===== src/verilog/tcs_pkg.sv =====
package tcs_pkg;

    // word and character geometry
    localparam int WORD_W    = 36;
    localparam int CHAR_W    = 6;
    localparam int ADDR_W    = 15;
    localparam int COUNT_W   = 8;
    localparam int CHARS     = WORD_W / CHAR_W;
    // table word fields: character in S,1-5 (bits 35:30), address in 21-35 (bits 14:0)
    localparam int TBL_CHAR_LSB = 30;
    localparam int TBL_ADDR_LSB = 0;
    localparam int MSB_CHAR_LSB = 30;
    localparam int LSB_CHAR_LSB = 0;
    // index register numbers
    localparam logic [2:0] XR_CONVERT = 3'h1;
    localparam logic [2:0] XR_LINK    = 3'h4;
    localparam logic [WORD_W-1:0] WORD_RESET = 36'h0_0000_0000;
    localparam logic [ADDR_W-1:0] ADDR_RESET = 15'h0000;

    typedef enum logic [2:0] {
        TCS_OP_REPLACE_RIGHT,   // convert_replace_rightward
        TCS_OP_REPLACE_LEFT,    // convert_replace_quotient_leftward
        TCS_OP_ADD_QUOTIENT,    // convert_add_from_quotient
        TCS_OP_TRANSFER_SET,    // transfer_and_set_index
        TCS_OP_EFF_ADDR
    } tcs_op_t;

    typedef struct packed {
        tcs_op_t            op;
        logic [ADDR_W-1:0]  addr;
        logic [2:0]         tag;
        logic [COUNT_W-1:0] count;
        logic [ADDR_W-1:0]  location;
    } tcs_cmd_t;

    typedef struct packed {
        logic              req;
        logic [ADDR_W-1:0] addr;
    } tcs_mem_req_t;

    typedef struct packed {
        logic              we;
        logic [2:0]        sel;
        logic [ADDR_W-1:0] value;
    } tcs_xr_write_t;

endpackage


===== src/verilog/tcs_char_unit.sv =====
`timescale 1ns/1ns
// picks the working character and forms the next source word and table address
module tcs_char_unit
    import tcs_pkg::*;
(
    // operation
    input  wire logic              i_from_right,
    input  wire logic [WORD_W-1:0] i_word,
    input  wire logic [ADDR_W-1:0] i_base,
    input  wire logic [CHAR_W-1:0] i_repl,
    // results
    output logic      [CHAR_W-1:0] o_char,
    output logic      [ADDR_W-1:0] o_table_addr,
    output logic      [WORD_W-1:0] o_replaced
);
    always_comb begin
        if (i_from_right) begin
            o_char     = i_word[LSB_CHAR_LSB +: CHAR_W];
            // replace low char, rotate right so the next char lands low
            o_replaced = {i_repl, i_word[WORD_W-1:CHAR_W]};
        end else begin
            o_char     = i_word[MSB_CHAR_LSB +: CHAR_W];
            o_replaced = {i_word[WORD_W-CHAR_W-1:0], i_repl};
        end
        // 15-bit wrap is intentional: core addresses are modulo storage size
        o_table_addr = i_base + ADDR_W'(o_char);
    end
endmodule


===== src/verilog/tcs_sequencer.sv =====
`timescale 1ns/1ns
// Operation
// - the 36-bit source word is handled as six 6-bit characters in turn.
// - replace-right steps accumulator characters from least to most significant.
// - replace-left steps quotient characters from most to least significant.
// - replacing converts leave converted characters in the source register.
// - add convert scans quotient leftward, adding each fetched table word into accumulator.
// - converts work through core storage, accumulator, quotient and storage registers.
// - on request, index register 1 gets result information at convert end.
// - transfer-and-set-index puts two's complement of its location into index 4.
// - effective address is address field minus selected index register contents.
// - each table reference is at current base plus current character value.
// - table word gives replacement from S,1-5 and next base from 21-35.
// - count decrements per character; convert ends when count reaches zero.
// - with tag 1, last table word address part goes to index 1.
module tcs_sequencer
    import tcs_pkg::*;
(
    // clock and control
    input  wire logic              i_clk,
    input  wire logic              i_rst,
    input  wire logic              i_ce,
    // command
    input  wire logic              i_start,
    input  wire tcs_cmd_t          i_cmd,
    input  wire logic [ADDR_W-1:0] i_xr_value,
    output logic                   o_busy,
    output logic                   o_done,
    // register load
    input  wire logic              i_load,
    input  wire logic [WORD_W-1:0] i_acc_load,
    input  wire logic [WORD_W-1:0] i_mq_load,
    // core storage
    output tcs_mem_req_t           o_mem,
    input  wire logic              i_mem_valid,
    input  wire logic [WORD_W-1:0] i_mem_data,
    // results
    output logic      [WORD_W-1:0] o_accumulator_register,
    output logic      [WORD_W-1:0] o_multiplier_quotient_register,
    output logic      [WORD_W-1:0] o_storage_register,
    output logic      [ADDR_W-1:0] o_eff_addr,
    output logic      [ADDR_W-1:0] o_transfer_addr,
    output tcs_xr_write_t          o_xr_write
);
    typedef enum logic [1:0] {
        TCS_IDLE,
        TCS_FETCH,
        TCS_WAIT,
        TCS_FINISH
    } tcs_state_t;

    typedef struct packed {
        tcs_state_t         state;
        tcs_op_t            op;
        logic [2:0]         tag;
        logic [COUNT_W-1:0] count;
        logic [ADDR_W-1:0]  base;
        logic [WORD_W-1:0]  acc;
        logic [WORD_W-1:0]  mq;
        logic [WORD_W-1:0]  sr;
        logic               mem_req;
        logic [ADDR_W-1:0]  mem_addr;
        logic               done;
        logic [ADDR_W-1:0]  eff_addr;
        logic [ADDR_W-1:0]  transfer_addr;
        tcs_xr_write_t      xr_write;
    } tcs_regs_t;

    localparam tcs_regs_t REGS_RESET = '{
        state:         TCS_IDLE,
        op:            TCS_OP_REPLACE_RIGHT,
        tag:           3'h0,
        count:         '0,
        base:          ADDR_RESET,
        acc:           WORD_RESET,
        mq:            WORD_RESET,
        sr:            WORD_RESET,
        mem_req:       1'b0,
        mem_addr:      ADDR_RESET,
        done:          1'b0,
        eff_addr:      ADDR_RESET,
        transfer_addr: ADDR_RESET,
        xr_write:      '0
    };

    tcs_regs_t         state_reg;
    tcs_regs_t         state_next;
    logic              from_right;
    logic [WORD_W-1:0] src_word;
    logic [CHAR_W-1:0] cur_char;
    logic [ADDR_W-1:0] table_addr;
    logic [WORD_W-1:0] replaced;
    logic [CHAR_W-1:0] repl_char;

    // the three table-driven converts; other codes never start a table walk
    function automatic logic is_convert(input tcs_op_t op);
        is_convert = (op == TCS_OP_REPLACE_RIGHT) || (op == TCS_OP_REPLACE_LEFT) ||
                     (op == TCS_OP_ADD_QUOTIENT);
    endfunction

    // only the replace-right convert takes its characters from the accumulator
    assign from_right = (state_reg.op == TCS_OP_REPLACE_RIGHT);
    assign src_word   = from_right ? state_reg.acc : state_reg.mq;
    assign repl_char  = i_mem_data[TBL_CHAR_LSB +: CHAR_W];

    tcs_char_unit u_char (
        .i_from_right (from_right),
        .i_word       (src_word),
        .i_base       (state_reg.base),
        .i_repl       (repl_char),
        .o_char       (cur_char),
        .o_table_addr (table_addr),
        .o_replaced   (replaced)
    );

    always_comb begin
        state_next = state_reg;
        state_next.mem_req  = 1'b0;
        state_next.done     = 1'b0;
        state_next.xr_write = '0;
        case (state_reg.state)
            TCS_IDLE: begin
                // loads only land while idle, so a running convert keeps its operands
                if (i_load) begin
                    state_next.acc = i_acc_load;
                    state_next.mq  = i_mq_load;
                end
                if (i_start) begin
                    state_next.op    = i_cmd.op;
                    state_next.tag   = i_cmd.tag;
                    state_next.count = i_cmd.count;
                    state_next.base  = i_cmd.addr;
                    if (i_cmd.op == TCS_OP_TRANSFER_SET) begin
                        // two's complement of own location, then branch to address
                        state_next.xr_write.we    = 1'b1;
                        state_next.xr_write.sel   = XR_LINK;
                        state_next.xr_write.value = ADDR_W'(~i_cmd.location + 1'b1);
                        state_next.transfer_addr  = i_cmd.addr;
                        state_next.done           = 1'b1;
                    end else if (i_cmd.op == TCS_OP_EFF_ADDR) begin
                        // subtracting a stored complement adds back the location
                        state_next.eff_addr = (i_cmd.tag == 3'h0) ? i_cmd.addr :
                                              ADDR_W'(i_cmd.addr - i_xr_value);
                        state_next.done     = 1'b1;
                    end else if (is_convert(i_cmd.op)) begin
                        // undefined codes never reach this branch and leave the block idle
                        if (i_cmd.count == '0) begin
                            state_next.state = TCS_FINISH;
                        end else begin
                            state_next.state = TCS_FETCH;
                        end
                    end
                end
            end
            TCS_FETCH: begin
                // address from current base and working character
                state_next.mem_req  = 1'b1;
                state_next.mem_addr = table_addr;
                state_next.state    = TCS_WAIT;
            end
            TCS_WAIT: begin
                // answers seen in any other state are dropped
                if (i_mem_valid) begin
                    state_next.sr   = i_mem_data;
                    state_next.base = i_mem_data[TBL_ADDR_LSB +: ADDR_W];
                    case (state_reg.op)
                        TCS_OP_REPLACE_RIGHT: begin
                            state_next.acc = replaced;
                        end
                        TCS_OP_REPLACE_LEFT: begin
                            state_next.mq = replaced;
                        end
                        TCS_OP_ADD_QUOTIENT: begin
                            // logical add, carries out of bit 35 are lost
                            state_next.acc = state_reg.acc + i_mem_data;
                            state_next.mq  = {state_reg.mq[WORD_W-CHAR_W-1:0],
                                              state_reg.mq[WORD_W-1 -: CHAR_W]};
                        end
                        default: begin
                            state_next.acc = state_reg.acc;
                        end
                    endcase
                    state_next.count = state_reg.count - 1'b1;
                    state_next.state = (state_reg.count == COUNT_W'(1)) ? TCS_FINISH : TCS_FETCH;
                end
            end
            TCS_FINISH: begin
                // a zero count references no table word, so the previous address is written
                if (state_reg.tag == XR_CONVERT) begin
                    state_next.xr_write.we    = 1'b1;
                    state_next.xr_write.sel   = XR_CONVERT;
                    state_next.xr_write.value = state_reg.sr[TBL_ADDR_LSB +: ADDR_W];
                end
                state_next.done  = 1'b1;
                state_next.state = TCS_IDLE;
            end
            default: begin
                state_next.state = TCS_IDLE;
            end
        endcase
    end

    always_ff @(posedge i_clk) begin
        if (i_rst) begin
            state_reg <= REGS_RESET;
        end else if (i_ce) begin
            state_reg <= state_next;
        end
    end

    assign o_busy                         = (state_reg.state != TCS_IDLE);
    assign o_done                         = state_reg.done;
    assign o_mem.req                      = state_reg.mem_req;
    assign o_mem.addr                     = state_reg.mem_addr;
    assign o_accumulator_register         = state_reg.acc;
    assign o_multiplier_quotient_register = state_reg.mq;
    assign o_storage_register             = state_reg.sr;
    assign o_eff_addr                     = state_reg.eff_addr;
    assign o_transfer_addr                = state_reg.transfer_addr;
    assign o_xr_write                     = state_reg.xr_write;
endmodule


===== config.mk =====
export PLATFORM = sky130hd
export DESIGN_NAME = tcs_sequencer
export DESIGN_NICKNAME = d
export VERILOG_FILES = /design/src/verilog/tcs_pkg.sv /design/src/verilog/tcs_char_unit.sv /design/src/verilog/tcs_sequencer.sv
export SDC_FILE = /design/constraint.sdc
export NUM_CORES = 1
export LEC_CHECK = 0
export ABC_AREA = 1
export BUFFER_PORTS_ARGS = -buffer_cell sky130_fd_sc_hd__buf_2
export CORE_ASPECT_RATIO = 1.2
export CORE_MARGIN = 3
export CORE_UTILIZATION = 51
export CTS_BUF_LIST = sky130_fd_sc_hd__clkbuf_4
export CTS_CLUSTER_SIZE = 20
export DETAILED_ROUTE_END_ITERATION = 8
export PLACE_DENSITY_LB_ADDON = 0.15
export SLEW_MARGIN = 10
export SYNTH_ARGS = -nofsm -noshare
export SYNTH_HDL_FRONTEND = slang
export SYNTH_SLANG_ARGS = --single-unit

===== constraint.sdc =====
create_clock -name i_clk -period 2.7 [get_ports i_clk]
set_input_delay 0.135 -clock i_clk [delete_from_list [all_inputs] [get_ports i_clk]]
set_output_delay 0.135 -clock i_clk [all_outputs]
set_load 0.01 [all_outputs]

==> results of run 1 <==
==> critical path: cells and delay by family (launching register included) <==
kind | cells | cell delay, ns
compound gates | 2 | 0.37
xor+xnor | 1 | 0.28
simple gates | 6 | 0.67
flops | 1 | 0.40
buf+inv | 2 | 0.19
fa+ha+maj | 2 | 0.66
==> synth_stat cells, drive strengths merged (2+ instances only) <==
cell	instances	share of area
o21ai	230	0.081
a22o	2	0.0012
fa	3	0.0042
nand2	418	0.11
nor4	2	0.00087
o22ai	29	0.013
mux2i	6	0.0042
o31ai	4	0.0030
o221ai	3	0.0018
buf	216	0.11
a21oi	291	0.10
ha	62	0.054
clkbuf	49	0.013
a21o	6	0.0031
inv	232	0.061
a32o	3	0.0021
o221a	2	0.0016
a22oi	10	0.0052
nand4	19	0.0082
a31oi	5	0.0022
o21bai	6	0.0031
o211ai	17	0.0088
nor3	18	0.0069
nor2	209	0.056
nand3	100	0.036
clkinv	2	0.00052
xnor2	5	0.0030
a221oi	14	0.0098
nand3b	2	0.0010
or2	2	0.00087
xor2	17	0.010
dfxtp	204	0.28
a211oi	7	0.0036
==> cell type report <==
class / count / share of cell area
flip-flops and latches: 204 / 0.2300
repair buffers: 573 / 0.2199
clock inverters: 15 / 0.005285
diodes: 3 / 0.0004228
multi-input cells: 1496 / 0.4378
inverters: 234 / 0.04982
clock buffers: 72 / 0.03044
well taps: 374 / 0.02635
==> worst min-delay path by stage <==
stage                                           to            from  cells after the start
4_1_cts        o_storage_register[14]$_SDFFE_PP0P_           i_rst                      3
6_report       o_storage_register[14]$_SDFFE_PP0P_           i_rst                      3
3_5_place_dp   o_storage_register[23]$_SDFFE_PP0P_  i_mem_data[23]                      3
5_1_grt        o_storage_register[14]$_SDFFE_PP0P_           i_rst                      3
2_1_floorplan          o_xr_write[15]$_SDFFE_PP0P_            i_ce                      1
3_3_place_gp   o_storage_register[29]$_SDFFE_PP0P_  i_mem_data[29]                      3
==> metal layers <==
metal / routed length [µm] / global-route usage / part of all wire / vias to the layer above
met5: 0 / 0 / 0 / -
met4: 4681 / 0.2516 / 0.079 / 0
met3: 4911 / 0.06257 / 0.082 / 254
met1: 21750 / 0.4210 / 0.36 / 7526
met2: 28290 / 0.6499 / 0.47 / 988
li1: - / - / - / 7929
==> power groups by stage <==
| stage | Sequential [mW] | Clock, mW | Combinational, mW |
|---|---|---|---|
| 3_5_place_dp | 3.56 | 0 | 2.88 |
| 6_report | 3.51 | 2.69 | 3.21 |
| 2_1_floorplan | 3.46 | 0 | 2.05 |
| 3_3_place_gp | 3.56 | 0 | 2.86 |
| 5_1_grt | 3.53 | 2.88 | 3.49 |
| 4_1_cts | 3.50 | 2.75 | 3.12 |
==> through the flow <==
step	hold slack (ns)	cell area [µm²]	instances	setup slack [ns]
6_report	0.08440	17760	2971	0.06302
2_1_floorplan	0.2291	14430	2199	0.02547
3_3_place_gp	0.3928	15270	2699	0.1010
4_1_cts	0.01652	17720	2968	0.05218
5_1_grt	0.08572	17760	2971	0.001072
3_5_place_dp	0.4044	15270	2699	0.07417
==> cell families after synthesis <==
kind of cell               synth area share
xor gates and xnor gates            0.01335
AOI/OAI and AO/OA                    0.2413
muxes                              0.004162
other                             0.0002599
and+or+nand+nor                      0.2199
adders and majority gates           0.05793
buffers and inverters                0.1800
DFF                                  0.2830
==> what timing repair did <==
action | 4_1_cts | 5_1_grt
hold endpoints to repair | 190 | 0
setup endpoints to repair | 0 | 8
resized for setup | 0 | 8
buffers inserted | 0 | 0
hold buffers | 182 | 0
==> summary.txt, run 1 <==
Status
  – Status: finished, violations left
  – Failing checks: design-rule violations

Setup path
  – Reg2reg path depth: 13
  – Worst R2R Start: o_accumulator_register[0]$_SDFFE_PP0P_
  – R2R Setup Slk: 0.06 ns
  – CP max FO: 5
  – Worst Setup EP: o_accumulator_register[16]$_SDFFE_PP0P_
  – CP endpoint kind: flop
  – WP data required: 3.34 ns
  – Crit path launch type: flop
  – Crit path kind: reg -> reg
  – CP arrival: 3.28 ns
  – CP max-delay cell: dfxtp_1
  – Worst R2R End: o_accumulator_register[16]$_SDFFE_PP0P_
  – CP max stage delay: 0.40 ns
  – Critical path, cell by cell: ha_2, inv_1, fa_1, inv_1, nand3_1, nand3_2, nand2_1, nand2_1, nand2_1, nand2_1, xor2_1, o21ai_0, a21oi_2
  – CP startpoint: o_accumulator_register[0]$_SDFFE_PP0P_
  – CP dominant cell by count: nand2_1

Power and ir drop
  – Switch Pwr: 3.662 mW
  – Peak supply drop: 456.2 µV
  – Internal Pwr Total: 5.749 mW
  – Power share of the clock group: 0.286
  – Power Dens Cells: 530.0 nW/µm²
  – Net Sw Frac: 0.3891
  – Leakage: 8.906 nW
  – Sequential fraction of design power: 0.373
  – Comb power frac: 0.341
  – Design Power: 9.411 mW

Route
  – WL final: 59630 µm
  – Post-route DRC: 1
  – Drt first pass iters: 9
  – Number of DRC markers in iteration 0: 1661
  – Vias/cell: 5.620
  – Post-DRT Antenna Nets: 0
  – WL per Instance: 20.07 µm
  – Routed vias: 16700

Synth
  – Post-Syn Nets: 2437
  – Post-synth top flop: dfxtp_1
  – Syn avg cell area: 6.562 µm²
  – Synth Register Bits: 204
  – Post-synth EDFFs: 0
  – Post-Syn Instances: 2199
  – Async S/R FF share, synth: 0
  – Yosys cell types: 53
  – YS warnings: 0
  – Sequential fraction of the synthesis area: 0.2830
  – Mapped cell area: 14430 µm²

GRT
  – Largest net degree at the start of global routing: 71
  – Initial antenna violation count: 1
  – Vias in the first global route: 16110
  – Tot GR Track Use: 0.3739
  – First-pass GRT wire length: 89540 µm
  – GRT Residual Overflow: 0

Clocking
  – CTS H-tree depth: 2
  – Root Buffer: clkbuf_4
  – Reg clk slew, reported paths: 0.07 ns
  – TritonCTS clock tree: yes
  – Clock latency on the worst-skew pair: 0.73 ns
  – CTS buffer count: 53
  – Sink Count: 204
  – Clock tree buffer depth: 3

Floorplan
  – DIE AREA: 30350 µm²
  – Initial Utilization: 0.5247
  – Row Count: 66
  – Top-level port count: 348
  – Die width: 159.5 µm
  – Die Ht: 190.3 µm
  – Core area: 27500 µm²

Cells and area
  – Share of post-route cells with drive strength above 1: 0.1981
  – Final core utilization: 0.6457
  – Most frequent cells in the layout: nand2_1, buf_2, a21oi_1
  – Nets: 2800
  – Reg area: 4084 µm²
  – Number of fill cells: 2540
  – Area Overhead vs Synth: 23.06%
  – Multi-input logic area: 7774 µm²
  – Most common cell after layout, fill and taps aside: nand2_1

Timing
  – Fin Setup TNS: 0 ns
  – Worst-Margin Slew: 0.7615 ns
  – Slew Limit Fails: 0
  – Minimum clock period: 2.637 ns
  – # setup viols final: 0
  – RSZ-0062 raised after global routing: no
  – Layout Skew: 0.04042 ns
  – Final period utilization: 0.9767
  – Worst relative slew slack: 0.4923
  – Final Hold Fails: 0
  – Max Fclk: 379.2 MHz

Placement
  – Post-DP HPWL: 44270 µm
  – # port buffers: 346
  – Routability cong.: 1.052

Flow run
  – # Max-Cap Violations: 0

Worst hold path
  – Worst Hold Class: in -> reg
(Power assumes the default switching activity.)
==> run 2: changes to the inputs <==
- ABC_AREA: 1 -> default
- CORE_UTILIZATION: 51 -> 52
- clock period: 2.7 -> 3.2 ns (I/O delays scaled with it)
==> summary.txt, run 2 <==
Power and ir drop
  – Leakage: 7.609 nW
  – Power Dens Cells: 452.2 nW/µm²
  – Peak supply drop: 296.5 µV
  – Design Power: 7.709 mW

Placement
  – Setup slack at placement: -0.01839 ns
  – # port buffers: 346
  – Post-DP HPWL: 37470 µm
  – Routability cong.: 0.9945
  – Inst Count DP: 2271

Route
  – Vias/cell: 5.857
  – Routed vias: 14820
  – WL final: 52520 µm
  – Number of DRC markers in iteration 0: 1048
  – Post-DRT Antenna Nets: 0
  – WL per Instance: 20.76 µm
  – Drt first pass iters: 6
  – Post-route DRC: 0

Setup path
  – CP max-delay cell: o41ai_2
  – CP max FO: 3
  – Crit path launch type: flop
  – Buf/Inv on CP: 1
  – Crit path kind: reg -> reg
  – CP endpoint kind: flop
  – Critical path, cell by cell: ha_4, inv_2, fa_2, nand2b_4, a21o_1, a21o_1, o211ai_2, a311oi_2, o41ai_2, a21oi_1, xor2_1, a2111oi_2
  – Worst R2R Start: o_accumulator_register[0]$_SDFFE_PP0P_
  – Worst R2R End: o_accumulator_register[26]$_SDFFE_PP0P_
  – CP max stage delay: 0.47 ns
  – CP dominant cell by count: a21o_1
  – Reg2reg path depth: 12
  – WP data required: 3.80 ns
  – CP arrival: 3.68 ns
  – R2R Setup Slk: 0.13 ns
  – CP startpoint: o_accumulator_register[0]$_SDFFE_PP0P_
  – Delay-heaviest family, CP: compound AO/OA/AOI/OAI gates

Floorplan
  – Die width: 154.4 µm
  – DIE AREA: 28410 µm²
  – Row Count: 64
  – Top-level port count: 348
  – Core area: 25780 µm²
  – Initial Utilization: 0.5327
  – Die Ht: 184.0 µm

Synth
  – Top cell type's share of synthesized area: 0.2973
  – Post-synth top flop: dfxtp_1
  – Post-Syn Nets: 2054
  – Synth Register Bits: 204
  – Synth area leaders: dfxtp_1, buf_4, a21oi_1
  – Post-synth top cells: nor2_1, nand2_1, dfxtp_1
  – Async S/R FF share, synth: 0
  – Mapped cell area: 13740 µm²
  – Post-Syn Instances: 1816
  – Syn avg cell area: 7.564 µm²
  – Synth area leader: dfxtp_1
  – YS warnings: 0
  – Post-synth EDFFs: 0
  – Yosys cell types: 67
  – Top-count cell post-synth: nor2_1
  – Sequential fraction of the synthesis area: 0.2973

GRT
  – Top Usage Layer GRT: met2
  – Met2 usage: 0.6308
  – Initial antenna violation count: 1
  – GRT Residual Overflow: 0
  – Largest net degree at the start of global routing: 110
  – First-pass GRT wire length: 79400 µm
  – GR Util met3: 0.06334
  – Met1 GRT Util: 0.3918
  – Vias in the first global route: 14430
  – Tot GR Track Use: 0.3520

Timing
  – Final Hold Fails: 0
  – Worst-Margin Slew: 0.9483 ns
  – Worst relative slew slack: 0.3678
  – RSZ-0062 raised after global routing: yes
  – Setup ws final: 0.1266 ns
  – # setup viols final: 0
  – Max Fclk: 325.4 MHz
  – Minimum clock period: 3.073 ns
  – Min Hold Slack: 0.02405 ns
  – Final period utilization: 0.9604
  – Layout Skew: 0.03743 ns
  – Slew Limit Fails: 0

Clocking
  – CTS H-tree depth: 2
  – Clock latency on the worst-skew pair: 0.73 ns
  – CTS buffer count: 56
  – Root Buffer: clkbuf_4
  – Clock tree buffer depth: 3
  – TritonCTS clock tree: yes
  – Reg clk slew, reported paths: 0.07 ns
  – Sink Count: 204

Worst hold path
  – Worst Hold Class: in -> reg
  – Hold EP: o_xr_write[8]$_SDFFE_PP0P_
  – Hold_sp: i_cmd[8]
  – Hold Path Cell Cnt: 5

Cells and area
  – Multi-input logic area: 7859 µm²
  – Reg area: 4088 µm²
  – Share of post-route cells with drive strength above 1: 0.2415
  – Most frequent cells in the layout: buf_2, nor2_1, nand2_1
  – Number of fill cells: 2284
  – Final core utilization: 0.6611
  – Most common cell after layout, fill and taps aside: buf_2
  – Area Overhead vs Synth: 24.10%
  – Fin cells: 2530
  – Nets: 2398

Status
  – Status: completed

Flow run
  – # Max-Cap Violations: 0
[run 2: cell types whose count changed after synthesis, sizes merged, moves of 35 or more]
cell / before / now
o21ai: 230 / 79
clkbuf: 49 / 93
nand3: 100 / 17
inv: 232 / 50
nor3: 18 / 62
nand2: 418 / 206
mux2i: 6 / 44
xnor2: 5 / 40
a211oi: 7 / 64
a21oi: 291 / 184
[run 2: area by class of cell]
type / count / share of cell area
Timing Repair Buffer: 564 / 0.2243
Clock inverter: 24 / 0.007120
Multi-Input combinational cell: 1283 / 0.4610
Tap cell: 330 / 0.02422
Antenna cell: 1 / 0.0001468
Clock buffer: 73 / 0.03215
Inverter: 51 / 0.01123
Sequential cell: 204 / 0.2398
[run 2: timing repair]
item                                   CTS  global route
setup endpoints to repair                0            14
endpoints found under the hold margin  183             0
buffers inserted                         0             3
hold buffers                           158             0
resized for setup                        0            21
[run 2: cell families after synthesis]
logic type,count (synthesis),share of synthesized area
and+or+nand+nor,605,0.1921
AOI/OAI and AO/OA,502,0.2367
buffers and inverters,329,0.1374
DFF,204,0.2973
adders and majority gates,65,0.06085
xor gates and xnor gates,59,0.03762
muxes,51,0.03780
other,1,0.0002730
[run 2: stage by stage]
stage | TNS [ns] | instance area [µm²]
6_report | 0 | 17050
2_1_floorplan | 0 | 13740
3_5_place_dp | -0.03209 | 14700
3_3_place_gp | 0 | 14700
5_1_grt | -0.03366 | 17050
4_1_cts | 0 | 16950
[run 2: worst max path at each step]
stage          depth (start not counted)                                       to  slack (ns)
6_report                              12  o_accumulator_register[26]$_SDFFE_PP0P_        0.13
5_1_grt                               12  o_accumulator_register[26]$_SDFFE_PP0P_       -0.02
4_1_cts                               12  o_accumulator_register[30]$_SDFFE_PP0P_       0.006
3_5_place_dp                          13  o_accumulator_register[30]$_SDFFE_PP0P_       -0.02
3_3_place_gp                          13  o_accumulator_register[30]$_SDFFE_PP0P_        0.05
2_1_floorplan                         14                    o_mem[9]$_SDFFE_PP0P_        0.10
[run 2: metal layers]
layer / wire length [µm] / part of all wire
met1: 19260 / 0.37
met2: 26300 / 0.50
met3: 3862 / 0.074
met4: 3109 / 0.059
met5: 0 / 0
[run 2: worst register-to-register path, delay by kind of cell (launching register included)]
family | cells | cell delay, ns
AO/OA/AOI/OAI | 7 | 1.78
XOR/XNOR | 1 | 0.18
AND/OR/NAND/NOR | 1 | 0.16
flip-flops | 1 | 0.35
buffers and inverters | 1 | 0.04
adder cells (fa/ha/maj) | 2 | 0.47
[run 2: power by group]
group          internal, mW  leakage [nW]  total, mW  switching [mW]
Clock                  1.14         0.395       2.31            1.17
Combinational          1.03          5.55       2.48            1.45
Sequential             2.72          1.66       2.91           0.196
